==> config.mk <==
export PLATFORM = sky130hd
export DESIGN_NAME = wsr_top
export DESIGN_NICKNAME = d
export VERILOG_FILES = /design/src/wsr_pkg.sv /design/src/wsr_sticky.sv /design/src/wsr_scope_gate.sv /design/src/wsr_top.sv
export VERILOG_INCLUDE_DIRS = /design/src
export SDC_FILE = /design/constraint.sdc
export NUM_CORES = 1
export LEC_CHECK = 0
export BUFFER_PORTS_ARGS = -buffer_cell sky130_fd_sc_hd__buf_2
export CORE_ASPECT_RATIO = 1.1
export CORE_MARGIN = 3
export CORE_UTILIZATION = 40
export CTS_CLUSTER_SIZE = 40
export DETAILED_ROUTE_END_ITERATION = 6
export HOLD_SLACK_MARGIN = 0.12
export PLACE_DENSITY_LB_ADDON = 0.15
export SLEW_MARGIN = 15
export SYNTH_ARGS = -nofsm -noshare
export SYNTH_HDL_FRONTEND = slang
export SYNTH_SLANG_ARGS = --single-unit
==> constraint.sdc <==
create_clock -name clk_sys -period 6.1 [get_ports clk_sys]
set_input_delay 0.305 -clock clk_sys [delete_from_list [all_inputs] [get_ports clk_sys]]
set_output_delay 0.305 -clock clk_sys [all_outputs]
set_load 0.02 [all_outputs]
==> src/wsr_cfg.svh <==
`ifndef WSR_CFG_SVH
`define WSR_CFG_SVH

// register byte offsets
`define WSR_OFS_WAKE_REC 12'h184
`define WSR_OFS_WAKE_EN 12'h188
`define WSR_OFS_IRQ_STAT 12'h190
`define WSR_OFS_IRQ_MASK 12'h194
`define WSR_OFS_BUILD 12'h3f8
`define WSR_OFS_REV 12'h3fc

// reset values
`define WSR_WAKE_EN_RST 7'h00
`define WSR_WREC_RST 9'h000
`define WSR_IRQ_MASK_RST 2'h0

// wake record layout
`define WSR_WREC_SYNC_LSB 16

// reset event positions on rst_evt
`define WSR_EVT_POR 0
`define WSR_EVT_EXT 1
`define WSR_EVT_WDT 2
`define WSR_EVT_BOD 3
`define WSR_EVT_SUPPLY 4
`define WSR_EVT_CPU 5
`define WSR_EVT_DBG 6
`define WSR_EVT_SCAN 7

// events that leave a group untouched
`define WSR_KEEP_NONE 8'h00
`define WSR_KEEP_ALL_BUT_POR 8'hfe
`define WSR_KEEP_WDT 8'h04
`define WSR_KEEP_BOD 8'h08
`define WSR_KEEP_DBG 8'h44

// build options: bit 7 event bus clock, bits 3:0 buses d..a
`define WSR_BUILD_VAL 32'h0000008f
// revision value is arbitrary
`define WSR_REV_VERSION 12'h123
`define WSR_REV_VARIANT 4'h0

// interrupt status bits
`define WSR_IRQ_WAKE 0
`define WSR_IRQ_RST 1

// bus responses
`define WSR_RESP_OKAY 2'b00
`define WSR_RESP_DECERR 2'b11

`endif

==> src/wsr_pkg.sv <==
`default_nettype none
package wsr_pkg;

	typedef enum logic [1:0] {
		WSR_WR_COLLECT = 2'b01,
		WSR_WR_RESP = 2'b10
	} wsr_wr_state_t;

	typedef enum logic [1:0] {
		WSR_RD_IDLE = 2'b01,
		WSR_RD_DATA = 2'b10
	} wsr_rd_state_t;

	typedef struct packed {
		wsr_wr_state_t wr_state;
		wsr_rd_state_t rd_state;
		logic aw_rdy;
		logic w_rdy;
		logic [11:0] awaddr;
		logic [31:0] wdata;
		logic [3:0] wstrb;
		logic bvalid;
		logic [1:0] bresp;
		logic ar_rdy;
		logic rvalid;
		logic [31:0] rdata;
		logic [1:0] rresp;
		logic [6:0] wake_en;
		logic [8:0] wrec;
		logic [1:0] irq_mask;
		logic irq;
		logic wake_pulse;
		logic scope_all;
		logic scope_por;
		logic scope_wdt;
		logic scope_bod;
		logic scope_dbg;
	} wsr_top_state_t;

	typedef struct packed {
		logic q;
	} wsr_sticky_state_t;

endpackage
`default_nettype wire

==> src/wsr_sticky.sv <==
`timescale 1ns/10ps
`default_nettype none
module wsr_sticky (
	// clock and reset
	input wire logic clk_sys,
	input wire logic nrst,
	// event and software clear
	input wire logic set_evt,
	input wire logic clr_req,
	// flag
	output logic flag
);
	import wsr_pkg::*;

	wsr_sticky_state_t st_ff;
	wsr_sticky_state_t nxt_st;

	always_comb begin
		nxt_st = st_ff;
		if (clr_req) begin
			nxt_st.q = 1'b0;
		end
		// set last so a same-cycle event survives the clear
		if (set_evt) begin
			nxt_st.q = 1'b1;
		end
	end

	always_ff @(posedge clk_sys or negedge nrst) begin
		if (!nrst) begin
			st_ff <= '0;
		end else begin
			st_ff <= nxt_st;
		end
	end

	assign flag = st_ff.q;
endmodule
`default_nettype wire

==> src/wsr_scope_gate.sv <==
`timescale 1ns/10ps
`default_nettype none
module wsr_scope_gate #(
	parameter logic [7:0] KEEP = 8'h00
) (
	// reset events, one bit per source
	input wire logic [7:0] rst_evt,
	// group must be cleared
	output logic hit
);
	assign hit = |(rst_evt & ~KEEP);
endmodule
`default_nettype wire

==> src/wsr_top.sv <==
// The implementer's own choice: the AXI4-Lite interface to the registers.
`timescale 1ns/10ps
`default_nettype none
`include "wsr_cfg.svh"
// Overview of operation
// - each wake-up records its causing source; bits 0-6 async, 16 interrupt, 17 timer.
// - async wake enable register is read/write and clears to zero on reset.
// - enable bit one lets its async source wake; zero blocks it; bits above six zero.
// - build options read-only: bit 7 event bus clock, bits 3-0 buses d-a present.
// - revision register read-only: 12-bit version low, variant field above, no effect.
// - every reset event clears bus logic, oscillator, clock and supply monitor controls.
// - only power-on clears the 32 kHz oscillator and async timer registers.
// - only power-on clears the RC calibration and voltage calibration registers.
// - watchdog control cleared by every reset event except a watchdog reset.
// - debug system cleared by all events except watchdog and debug resets.
// - brown-out control cleared by every reset event except a brown-out reset.
module wsr_top (
	// clock and reset
	input wire logic clk_sys,
	input wire logic nrst,
	// axi4-lite write address
	input wire logic s_axi_awvalid,
	output logic s_axi_awready,
	input wire logic [11:0] s_axi_awaddr,
	// axi4-lite write data
	input wire logic s_axi_wvalid,
	output logic s_axi_wready,
	input wire logic [31:0] s_axi_wdata,
	input wire logic [3:0] s_axi_wstrb,
	// axi4-lite write response
	output logic s_axi_bvalid,
	input wire logic s_axi_bready,
	output logic [1:0] s_axi_bresp,
	// axi4-lite read address
	input wire logic s_axi_arvalid,
	output logic s_axi_arready,
	input wire logic [11:0] s_axi_araddr,
	// axi4-lite read data
	output logic s_axi_rvalid,
	input wire logic s_axi_rready,
	output logic [31:0] s_axi_rdata,
	output logic [1:0] s_axi_rresp,
	// wake requests from peripherals
	input wire logic [6:0] async_wake_req,
	input wire logic external_interrupt_source_wake,
	input wire logic async_timer_wake,
	// reset events
	input wire logic [7:0] rst_evt,
	// wake control
	output logic [6:0] async_wake_enable,
	output logic wake_up,
	// reset for every event
	output logic bus_logic_rst,
	output logic osc_ctrl_rst,
	output logic clk_ctrl_rst,
	output logic supply_monitor_3v3_ctrl_rst,
	// reset for power-on only
	output logic osc32k_rst,
	output logic async_timer_rst,
	output logic rc_cal_rst,
	output logic volt_cal_rst,
	// selective resets
	output logic wdt_ctrl_rst,
	output logic bod_ctrl_rst,
	output logic onchip_debug_rst,
	// interrupt
	output logic irq
);
	import wsr_pkg::*;

	wsr_top_state_t st_ff;
	wsr_top_state_t nxt_st;

	logic [1:0] stat_flag;
	logic [1:0] stat_set;
	logic [1:0] stat_clr;
	logic hit_all;
	logic hit_por;
	logic hit_wdt;
	logic hit_bod;
	logic hit_dbg;

	logic aw_take;
	logic w_take;
	logic have_aw;
	logic have_w;
	logic wr_fire;
	logic [11:0] wr_addr;
	logic [31:0] wr_data;
	logic [3:0] wr_strb;
	logic [31:0] wr_mask;
	logic wr_mapped;
	logic ar_take;
	logic [31:0] rd_word;
	logic rd_mapped;
	logic [6:0] async_hit;
	logic [8:0] wake_now;

	// write channel collection, address and data in either order
	assign aw_take = s_axi_awvalid && st_ff.aw_rdy;
	assign w_take = s_axi_wvalid && st_ff.w_rdy;
	assign have_aw = !st_ff.aw_rdy || s_axi_awvalid;
	assign have_w = !st_ff.w_rdy || s_axi_wvalid;
	assign wr_fire = (st_ff.wr_state == WSR_WR_COLLECT) && have_aw && have_w;
	assign wr_addr = st_ff.aw_rdy ? s_axi_awaddr : st_ff.awaddr;
	assign wr_data = st_ff.w_rdy ? s_axi_wdata : st_ff.wdata;
	assign wr_strb = st_ff.w_rdy ? s_axi_wstrb : st_ff.wstrb;
	assign wr_mask = {{8{wr_strb[3]}}, {8{wr_strb[2]}}, {8{wr_strb[1]}}, {8{wr_strb[0]}}};
	assign ar_take = s_axi_arvalid && st_ff.ar_rdy;

	always_comb begin
		case (wr_addr)
			`WSR_OFS_WAKE_REC,
			`WSR_OFS_WAKE_EN,
			`WSR_OFS_IRQ_STAT,
			`WSR_OFS_IRQ_MASK,
			`WSR_OFS_BUILD,
			`WSR_OFS_REV: begin
				wr_mapped = 1'b1;
			end
			default: begin
				wr_mapped = 1'b0;
			end
		endcase
	end

	// read decode; unimplemented bits read zero
	always_comb begin
		rd_word = 32'h00000000;
		rd_mapped = 1'b1;
		case (s_axi_araddr)
			`WSR_OFS_WAKE_REC: begin
				rd_word[6:0] = st_ff.wrec[6:0];
				rd_word[`WSR_WREC_SYNC_LSB +: 2] = st_ff.wrec[8:7];
			end
			`WSR_OFS_WAKE_EN: begin
				rd_word[6:0] = st_ff.wake_en;
			end
			`WSR_OFS_IRQ_STAT: begin
				rd_word[1:0] = stat_flag;
			end
			`WSR_OFS_IRQ_MASK: begin
				rd_word[1:0] = st_ff.irq_mask;
			end
			`WSR_OFS_BUILD: begin
				rd_word = `WSR_BUILD_VAL;
			end
			`WSR_OFS_REV: begin
				rd_word[11:0] = `WSR_REV_VERSION;
				rd_word[19:16] = `WSR_REV_VARIANT;
			end
			default: begin
				rd_mapped = 1'b0;
			end
		endcase
	end

	// only enabled async sources may wake
	assign async_hit = async_wake_req & st_ff.wake_en;
	assign wake_now = {async_timer_wake, external_interrupt_source_wake, async_hit};

	// software clears status by writing ones
	assign stat_clr = (wr_fire && wr_addr == `WSR_OFS_IRQ_STAT) ? (wr_data[1:0] & wr_mask[1:0]) : 2'b00;
	assign stat_set[`WSR_IRQ_WAKE] = |wake_now;
	assign stat_set[`WSR_IRQ_RST] = |rst_evt;

	wsr_sticky u_stat_wake (
		.clk_sys(clk_sys),
		.nrst(nrst),
		.set_evt(stat_set[`WSR_IRQ_WAKE]),
		.clr_req(stat_clr[`WSR_IRQ_WAKE]),
		.flag(stat_flag[`WSR_IRQ_WAKE])
	);

	wsr_sticky u_stat_rst (
		.clk_sys(clk_sys),
		.nrst(nrst),
		.set_evt(stat_set[`WSR_IRQ_RST]),
		.clr_req(stat_clr[`WSR_IRQ_RST]),
		.flag(stat_flag[`WSR_IRQ_RST])
	);

	wsr_scope_gate #(
		.KEEP(`WSR_KEEP_NONE)
	) u_scope_all (
		.rst_evt(rst_evt),
		.hit(hit_all)
	);

	wsr_scope_gate #(
		.KEEP(`WSR_KEEP_ALL_BUT_POR)
	) u_scope_por (
		.rst_evt(rst_evt),
		.hit(hit_por)
	);

	wsr_scope_gate #(
		.KEEP(`WSR_KEEP_WDT)
	) u_scope_wdt (
		.rst_evt(rst_evt),
		.hit(hit_wdt)
	);

	wsr_scope_gate #(
		.KEEP(`WSR_KEEP_BOD)
	) u_scope_bod (
		.rst_evt(rst_evt),
		.hit(hit_bod)
	);

	// watchdog and debug resets spare debug
	wsr_scope_gate #(
		.KEEP(`WSR_KEEP_DBG)
	) u_scope_dbg (
		.rst_evt(rst_evt),
		.hit(hit_dbg)
	);

	always_comb begin
		nxt_st = st_ff;

		// write channel
		case (st_ff.wr_state)
			WSR_WR_COLLECT: begin
				if (aw_take) begin
					nxt_st.aw_rdy = 1'b0;
					nxt_st.awaddr = s_axi_awaddr;
				end
				if (w_take) begin
					nxt_st.w_rdy = 1'b0;
					nxt_st.wdata = s_axi_wdata;
					nxt_st.wstrb = s_axi_wstrb;
				end
				if (wr_fire) begin
					nxt_st.aw_rdy = 1'b0;
					nxt_st.w_rdy = 1'b0;
					nxt_st.bvalid = 1'b1;
					nxt_st.bresp = wr_mapped ? `WSR_RESP_OKAY : `WSR_RESP_DECERR;
					nxt_st.wr_state = WSR_WR_RESP;
				end
			end
			WSR_WR_RESP: begin
				if (s_axi_bready) begin
					nxt_st.bvalid = 1'b0;
					nxt_st.aw_rdy = 1'b1;
					nxt_st.w_rdy = 1'b1;
					nxt_st.wr_state = WSR_WR_COLLECT;
				end
			end
			default: begin
				nxt_st.wr_state = WSR_WR_COLLECT;
				nxt_st.aw_rdy = 1'b1;
				nxt_st.w_rdy = 1'b1;
				nxt_st.bvalid = 1'b0;
			end
		endcase

		if (wr_fire && wr_addr == `WSR_OFS_WAKE_EN) begin
			nxt_st.wake_en = (st_ff.wake_en & ~wr_mask[6:0]) | (wr_data[6:0] & wr_mask[6:0]);
		end
		if (wr_fire && wr_addr == `WSR_OFS_IRQ_MASK) begin
			nxt_st.irq_mask = (st_ff.irq_mask & ~wr_mask[1:0]) | (wr_data[1:0] & wr_mask[1:0]);
		end
		// record, build and revision have no write path

		// read channel
		case (st_ff.rd_state)
			WSR_RD_IDLE: begin
				if (ar_take) begin
					nxt_st.ar_rdy = 1'b0;
					nxt_st.rvalid = 1'b1;
					nxt_st.rdata = rd_word;
					nxt_st.rresp = rd_mapped ? `WSR_RESP_OKAY : `WSR_RESP_DECERR;
					nxt_st.rd_state = WSR_RD_DATA;
				end
			end
			WSR_RD_DATA: begin
				if (s_axi_rready) begin
					nxt_st.rvalid = 1'b0;
					nxt_st.ar_rdy = 1'b1;
					nxt_st.rd_state = WSR_RD_IDLE;
				end
			end
			default: begin
				nxt_st.rd_state = WSR_RD_IDLE;
				nxt_st.ar_rdy = 1'b1;
				nxt_st.rvalid = 1'b0;
			end
		endcase

		if (|wake_now) begin
			nxt_st.wrec = wake_now;
		end
		nxt_st.wake_pulse = |wake_now;

		// scoped reset pulses, one cycle after the event
		nxt_st.scope_all = hit_all;
		nxt_st.scope_por = hit_por;
		nxt_st.scope_wdt = hit_wdt;
		nxt_st.scope_bod = hit_bod;
		nxt_st.scope_dbg = hit_dbg;

		// level irq lags the flags by a cycle to stay registered
		nxt_st.irq = |(stat_flag & st_ff.irq_mask);
	end

	// the manager's own registers see only nrst, not the scoped events
	always_ff @(posedge clk_sys or negedge nrst) begin
		if (!nrst) begin
			st_ff <= '0;
			st_ff.wr_state <= WSR_WR_COLLECT;
			st_ff.rd_state <= WSR_RD_IDLE;
			st_ff.aw_rdy <= 1'b1;
			st_ff.w_rdy <= 1'b1;
			st_ff.ar_rdy <= 1'b1;
			st_ff.wake_en <= `WSR_WAKE_EN_RST;
			st_ff.wrec <= `WSR_WREC_RST;
			st_ff.irq_mask <= `WSR_IRQ_MASK_RST;
		end else begin
			st_ff <= nxt_st;
		end
	end

	assign s_axi_awready = st_ff.aw_rdy;
	assign s_axi_wready = st_ff.w_rdy;
	assign s_axi_bvalid = st_ff.bvalid;
	assign s_axi_bresp = st_ff.bresp;
	assign s_axi_arready = st_ff.ar_rdy;
	assign s_axi_rvalid = st_ff.rvalid;
	assign s_axi_rdata = st_ff.rdata;
	assign s_axi_rresp = st_ff.rresp;

	assign async_wake_enable = st_ff.wake_en;
	assign wake_up = st_ff.wake_pulse;

	assign bus_logic_rst = st_ff.scope_all;
	assign osc_ctrl_rst = st_ff.scope_all;
	assign clk_ctrl_rst = st_ff.scope_all;
	assign supply_monitor_3v3_ctrl_rst = st_ff.scope_all;

	assign osc32k_rst = st_ff.scope_por;
	assign async_timer_rst = st_ff.scope_por;
	assign rc_cal_rst = st_ff.scope_por;
	assign volt_cal_rst = st_ff.scope_por;

	assign wdt_ctrl_rst = st_ff.scope_wdt;
	assign bod_ctrl_rst = st_ff.scope_bod;
	assign onchip_debug_rst = st_ff.scope_dbg;

	assign irq = st_ff.irq;
endmodule
`default_nettype wire

==> impl_metrics.toml, run 1 <==
[run_status]
outcome = "completed"

[grt]
grt_start_max_net_pins = 69
antenna_found_initial = 1
grt_pass1_wl_um = 12000
grt_pass1_vias = 2574
overflow = 0
gr-usage-all-layers = 0.151

[drt]
wl_um = 7380
drt-vias-per-instance = 5.09
ant_nets = 0
wl_per_cell_um = 14.4
drcViolationCount = 0
vias = 2609
drtPass1Iterations = 5
dr.first_iter.drc_count = 61

[final_layout]
area_delta_synth_final_pct = 14.9
n_fill_cell = 825
final_util = 0.481
n_antenna_cell = 0
drive_above_1_share = 0.408
nets = 481

[sta]
slew_headroom = 0.438
finalCritPeriodShare = 0.402
finalSetupTns_ns = 0
hold_viol = 0
finalCriticalPeriod_ns = 2.45
worstMarginPinSlew_ns = 0.843
setup_violations = 0
fin_skew_ns = 0.00975
slew_viol_final = 0
fmax_mhz = 408
grt_setup_unrepaired = "false"

[floorplanning]
die_area_um2 = 10200
start_util = 0.419
num_rows = 35
core_um2 = 8580
die_x_um = 96.4
ios = 145
die_y_um = 105

[logic_synthesis]
syn-mean-instance-area_um2 = 10.9
netlist_instances = 329
synth_top_cell_area_share = 0.445
synth_async_sr_flop_share = 1.00
synth_top_cell_by_area = "dfrtp_1"
synthesis.area_um2 = 3600
yosysWarnings = 0
synth.area.top_cells = "dfrtp_1 (45%), mux2_2 (12%), buf_4 (10%)"
synth_edf_count = 0
ys_types = 49
synth.most_common_cell = "dfrtp_1"
synth_top_flop_cell = "dfrtp_1"
synthTopCellsByCount = "dfrtp_1 (64), buf_4 (49), mux2_2 (37)"
ys_ff_latch = 68
seq_area_frac_synth = 0.475

[hold_path]
min_path_type = "input port to async pin"

[power_and_ir_drop]
p_per_area_nw_per_um2 = 351
p_leak_uw = 0.00192
ir_worst_vdd_v = 0.000247

[clock_network]
clk_path_buf_depth = 2
cts-htree-levels = 3
clock_latency_ns = 0.34
clkSinkCount = 68
clk_root_buffer_cell = "clkbuf_8"
ctsResizeCount = 0
cts_buffers = 9
clk_pin_slew_worst_paths_ns = 0.07
cts_tree = "done"

[job]
cap_viol_max_count = 0

[critical_path]
cp.arrival_ns = 2.68
worst_setup_path_end_kind = "register"
cp-start-kind = "register"
path_class = "register to register"
critPathRequiredTime_ns = 6.32
r2r_cells = 4
crit_fanout = 19

[place]
io_buffers = 95
hpwl_um = 5480
gp_congestion = 0.765
## worst paths after layout
| kind | from | end | slack, ns |
|---|---|---|---|
| setup reg to reg | s_axi_awready | register | 3.65 |
| setup / recovery | s_axi_awready | register | 3.65 |
| min in group clk_sys | async_timer_wake | st_ff[17] | 0.17 |
| max in group asynchronous | nrst | st_ff[64] | 5.40 |
| hold / removal | nrst | s_axi_rvalid | 0.16 |
| hold reg to reg | s_axi_rdata[7] | s_axi_rdata[7] | 0.47 |
## report_power, final
| part | internal [µW] | switching (µW) | total, µW |
|---|---|---|---|
| combinational | 173 | 177 | 350 |
| sequential | 555 | 87.5 | 642 |
| clock | 283 | 174 | 457 |
## through the flow
stage	setup slack, ns	power (µW)	instance area [µm²]	hold slack, ns	cells
global placement	3.64	996	3870	0.426	496
finish	3.65	1450	4130	0.160	513
detailed placement	3.66	1010	3870	0.430	496
floorplan	3.93	929	3670	0.00941	349
global route	3.46	1540	4130	0.174	513
CTS	3.58	1470	4130	0.150	513
## area by class of cell
| class | instances | area [µm²] | area share |
|---|---|---|---|
| Clock inverter | 6 | 111 | 0.0269 |
| Timing Repair Buffer | 97 | 493 | 0.119 |
| Tap cell | 111 | 139 | 0.0336 |
| Multi-Input combinational cell | 213 | 1520 | 0.367 |
| Inverter | 8 | 30.0 | 0.00727 |
| Clock buffer | 10 | 138 | 0.0333 |
| Sequential cell | 68 | 1710 | 0.413 |
## per-layer routing
metal  up-vias  wire [µm]  share of wire  GRT usage
li1       1248          -              -          -
met4         2        115          0.016     0.0621
met5         -         13         0.0018          0
met2        83       3590           0.49      0.245
met1      1264       3140           0.43      0.192
met3        12        522          0.071     0.0357
## worst max-delay path: stages (launching register included)
cell and delay (ns):
dfstp_2 0.73, nor3b_1 0.32, o2111ai_2 0.27, nor4_4 0.62, mux2_2 0.40
## repair_timing
action	in CTS	in global routing
hold endpoints to repair	1	0
setup buffers	0	0
hold buffers	1	0
## cells in the final DEF (no fill, tap or decap), types with 4 or more instances in the layout
cell,count
a21oi_1,5
a22o_1,11
a22oi_1,10
buf_2,95
clkbuf_8,10
conb_1,21
dfrtp_1,64
dfstp_2,4
inv_1,8
mux2_2,37
nand2_1,18
nand2b_1,6
nand3_1,8
nor2_1,14
nor2b_1,6
nor3b_1,6
nor4_1,5
nor4b_1,4
o21ai_0,14
or2_2,4
## cells by family (layout without fill, tap and decap cells)
kind of cell | count (synthesis) | after routing | share of synthesized area
AND/OR/NAND/NOR | 94 | 94 | 0.158
flip-flops | 68 | 68 | 0.475
buffers and inverters | 68 | 121 | 0.125
AO/OA/AOI/OAI | 56 | 56 | 0.113
multiplexers | 40 | 40 | 0.124
XOR/XNOR | 2 | 2 | 0.00487
other | 1 | 21 | 0.00104
Note: power is estimated with default switching activity, not from simulation.
==> run 2, diff against run 1 <==
Clock period 6.1 ns to 2.05 ns, I/O delays scaled along.
==> impl_metrics.toml, run 2 (synthesized netlist as in run 1, its figures left out) <==
[clock_network]
cts_buffers = 9
clk_path_buf_depth = 2
clk_pin_slew_worst_paths_ns = 0.07
cts_tree = "done"
clk_root_buffer_cell = "clkbuf_8"
cts-htree-levels = 3
clkSinkCount = 68
clock_latency_ns = 0.34

[sta]
fmax_mhz = 505
setup_violations = 0
grt_setup_unrepaired = "true"
fin_ws_ns = 0.0683
fin_skew_ns = 0.00829
slew_viol_final = 0
worstMarginPinSlew_ns = 0.627
finalCriticalPeriod_ns = 1.98
hold_viol = 0
finalCritPeriodShare = 0.967
finalSetupTns_ns = 0
slew_headroom = 0.578

[drt]
drtPass1Iterations = 6
vias = 2836
drcViolationCount = 0
wl_per_cell_um = 14.0
ant_nets = 0
dr.first_iter.drc_count = 86
drt-vias-per-instance = 4.96
wl_um = 7990

[critical_path]
critPathRequiredTime_ns = 2.28
worst_setup_path_end_kind = "register"
cp-start-kind = "register"
crit_fanout = 7
cp.arrival_ns = 2.21
reg2reg_from = "st_ff[116]"
path_class = "register to register"
crit_start = "st_ff[116]"

[grt]
gr-usage-all-layers = 0.168
grt_pass1_wl_um = 13400
overflow = 0
grt_start_max_net_pins = 48
grt_pass1_vias = 2895
antenna_found_initial = 0

[floorplanning]
ios = 145
num_rows = 35
die_y_um = 105
die_x_um = 96.4
die_area_um2 = 10200
core_um2 = 8580
start_util = 0.419

[final_layout]
area_delta_synth_final_pct = 31.4
n_fill_cell = 780
final_util = 0.550
final_common_cell = "buf_2"
n_antenna_cell = 0
final_cell_mix = "buf_2 (95), dfrtp_1 (64), dlygate4sd3_1 (47)"
drive_above_1_share = 0.397
nets = 540

[power_and_ir_drop]
p_leak_uw = 0.00216
ir_worst_vdd_v = 0.000715
p_per_area_nw_per_um2 = 908

[place]
io_buffers = 95
gp_congestion = 0.767
dp_slack_ns = 0.0245
hpwl_um = 5680

[hold_path]
hold_start = "s_axi_araddr[9]"
min_path_type = "input port to register"

[job]
cap_viol_max_count = 0

[run_status]
outcome = "completed"
-- run 2: area by class of cell --
cell class	count	area (µm²)	share of cell area
timing repair buffer	156	1070	0.226
tap	111	139	0.0294
inverter	8	30.0	0.00636
clock buffer	9	124	0.0262
multi-input combinational	213	1590	0.336
sequential	68	1710	0.361
clock inverter	7	67.6	0.0143
-- run 2: per-layer routing --
| metal | track usage | vias to the layer above | routed length [µm] |
|---|---|---|---|
| li1 | - | 1377 | - |
| met1 | 0.209 | 1350 | 3360 |
| met2 | 0.275 | 92 | 3980 |
| met3 | 0.0350 | 17 | 486 |
| met4 | 0.0772 | 0 | 167 |
| met5 | 0 | - | 0 |
-- run 2: path summary, 6_finish.rpt --
| kind | end | slack, ns | cells past startpoint |
|---|---|---|---|
| setup reg to reg | register | 0.07 | 5 |
| min in group asynchronous | st_ff[115] | 0.27 | 2 |
| max in group asynchronous | s_axi_wready | 1.09 | 3 |
| setup / recovery | register | 0.07 | 5 |
| hold reg to reg | s_axi_rdata[7] | 0.47 | 2 |
| hold / removal | s_axi_rdata[1] | 0.15 | 4 |
-- run 2: through the flow --
stage,cell area [µm²],total power [µW],hold slack [ns],cells
floorplan,3690,2780,-0.193,349
global placement,4000,3090,0.125,509
detailed placement,4000,3120,0.113,509
CTS,4660,4290,0.137,572
global route,4720,4570,0.160,572
finish,4720,4290,0.146,572
-- run 2: timing repair --
item / CTS / global route
hold endpoints to repair: 63 / 0
buffers inserted: 0 / 0
resized for setup: 0 / 11
endpoints found under the setup margin: 0 / 11
hold buffers: 47 / 0
-- run 2: power breakdown --
| part | switching (µW) | internal, µW | total, µW |
|---|---|---|---|
| Combinational | 643 | 698 | 1340 |
| Sequential | 221 | 1650 | 1870 |
| Clock | 523 | 554 | 1080 |
-- run 2: worst max-delay path, cell delays in order, from the launching register on --
cell,delay [ns]
dfstp_2,0.54
nor2b_1,0.28
o2111ai_4,0.22
nor4_4,0.32
buf_6,0.18
mux2_2,0.33
==> run 3, diff against run 2 <==
Settings changed: ABC_AREA set to 1, SYNTH_HIERARCHICAL set to 1.
==> impl_metrics.toml, run 3 <==
[sta]
holdWs_ns = 0.132
worstMarginPinSlew_ns = 0.564
hold_viol = 0
fmax_mhz = 532
finalCritPeriodShare = 0.916
grt_setup_unrepaired = "false"
slew_headroom = 0.624
slew_viol_final = 0
fin_skew_ns = 0.00815
finalCriticalPeriod_ns = 1.88
fin_ws_ns = 0.172
setup_violations = 0
finalSetupTns_ns = 0

[clock_network]
cts-htree-levels = 3
clk_pin_slew_worst_paths_ns = 0.08
clk_root_buffer_cell = "clkbuf_8"
cts_tree = "done"
cts_buffers = 9
clkSinkCount = 68
clk_path_buf_depth = 2
clock_latency_ns = 0.35

[place]
hpwl_um = 6540
io_buffers = 95
dp_slack_ns = 0.165
dp_cells = 723
gp_congestion = 0.876

[logic_synthesis]
synthesis.area_um2 = 3980
synth.area.top_cells = "dfrtp_1 (40%), nand2_1 (17%), buf_4 (9.6%)"
yosysWarnings = 6
synth_top_cell_area_share = 0.402
synth_top_cell_by_area = "dfrtp_1"
synth.most_common_cell = "nand2_1"
syn-mean-instance-area_um2 = 7.29
synth_async_sr_flop_share = 1.00
synthTopCellsByCount = "nand2_1 (177), inv_1 (84), dfrtp_1 (64)"
synth_edf_count = 0
netlist_instances = 546
ys_types = 30
synth_top_flop_cell = "dfrtp_1"
seq_area_frac_synth = 0.429
ys_ff_latch = 68

[final_layout]
nets = 748
n_fill_cell = 938
final_cell_mix = "nand2_1 (177), buf_2 (95), inv_1 (84)"
drive_above_1_share = 0.218
final_common_cell = "nand2_1"
multi_input_comb_area_um2 = 1580
regArea_um2 = 1710
area_delta_synth_final_pct = 24.8
n_antenna_cell = 0
final_cells = 786

[hold_path]
min_path_type = "input port to register"

[floorplanning]
num_rows = 37
die_x_um = 101
die_area_um2 = 11200
start_util = 0.418
ios = 145
core_um2 = 9540
die_y_um = 111

[power_and_ir_drop]
p_per_area_nw_per_um2 = 891
ir_worst_vdd_v = 0.000579
total_power_uw = 4430
p_leak_uw = 0.00282

[critical_path]
cpMostUsedCell = "dlygate4sd3_1"
crit_slowest_cell = "dlygate4sd3_1"
cp.arrival_ns = 2.11
slowest_delay_ns = 0.55
path_class = "input port to register"
critPathRequiredTime_ns = 2.28
crit_fanout = 4
worst_setup_path_end_kind = "register"
cp_cell_sequence = "dlygate4sd3_1 -> buf_2 -> inv_1 -> nand2_1 -> dlygate4sd3_1 -> nor2_1 -> nand2_1 -> dlygate4sd3_1"
cp-start-kind = "input port"

[drt]
vias = 3504
drt-vias-per-instance = 4.46
drcViolationCount = 0
ant_nets = 0
drtPass1Iterations = 5
wl_per_cell_um = 11.3
dr.first_iter.drc_count = 123
wl_um = 8910

[grt]
overflow = 0
grt_start_max_net_pins = 44
gr-usage-all-layers = 0.163
grt_pass1_vias = 3268
grt_pass1_wl_um = 14800
antenna_found_initial = 0

[job]
cap_viol_max_count = 0

[run_status]
outcome = "completed"
[run 3: cell count changes in the layout (fill, tap and decap cells not counted), sizes merged, moves of 26 or more]
cell / delta
nand2: +164
inv: +77
mux2: -34
o21ai: +31
nor2: +29
nand3: +26
[run 3: worst paths after layout]
path | start | end | slack (ns) | depth (start not counted)
max reg2reg | s_axi_awready | register | 0.21 | 7
max | rst_evt[6] | bus_logic_rst | 0.17 | 8
max in group asynchronous | nrst | st_ff[116] | 1.27 | 3
min in group asynchronous | nrst | st_ff[115] | 0.30 | 3
min reg2reg | s_axi_rdata[0] | s_axi_rdata[0] | 0.47 | 2
min | rst_evt[7] | u_stat_rst/flag | 0.13 | 5
[run 3: kinds of logic after synthesis]
kind of cell | synth area share
compound gates | 0.0770
buf+inv | 0.193
flops | 0.429
mux | 0.00848
other cells | 0.000942
simple gates | 0.292
[run 3: final cells by class]
| type | count | share of cell area |
|---|---|---|
| sequential | 68 | 0.344 |
| multi-input combinational | 351 | 0.318 |
| timing repair buffer | 148 | 0.199 |
| inverter | 86 | 0.0652 |
| tap | 117 | 0.0294 |
| clock buffer | 10 | 0.0257 |
| clock inverter | 6 | 0.0179 |
[run 3: per-layer routing]
| metal | vias up | GRT usage | part of all wire |
|---|---|---|---|
| met4 | 0 | 0.0541 | 0.012 |
| met1 | 1566 | 0.206 | 0.46 |
| li1 | 1836 | - | - |
| met2 | 94 | 0.271 | 0.48 |
| met3 | 8 | 0.0371 | 0.051 |
| met5 | - | 0 | 0 |
[run 3: where the power goes]
group	leakage [µW]	internal, µW	switching (µW)
Sequential	0.000848	1640	177
Combinational	0.00187	506	885
Clock	0.000102	685	537
[run 3: worst max-delay path: cells and delay by family]
family / cells / cell delay [ns]
buffers and inverters: 5 / 1.81
and+or+nand+nor: 3 / 0.20
[run 3: what timing repair did]
item | 4_1_cts | 5_1_grt
setup buffers | 0 | 0
resized for setup | 0 | 1
hold buffers | 47 | 0
setup endpoints to repair | 0 | 2
endpoints found under the hold margin | 106 | 0
[run 3: stage by stage]
stage / cell area, µm² / utilization
2_1_floorplan: 4060 / -
3_3_place_gp: 4280 / 0.449
3_5_place_dp: 4280 / 0.449
4_1_cts: 4970 / 0.521
5_1_grt: 4970 / 0.521
6_report: 4970 / 0.521
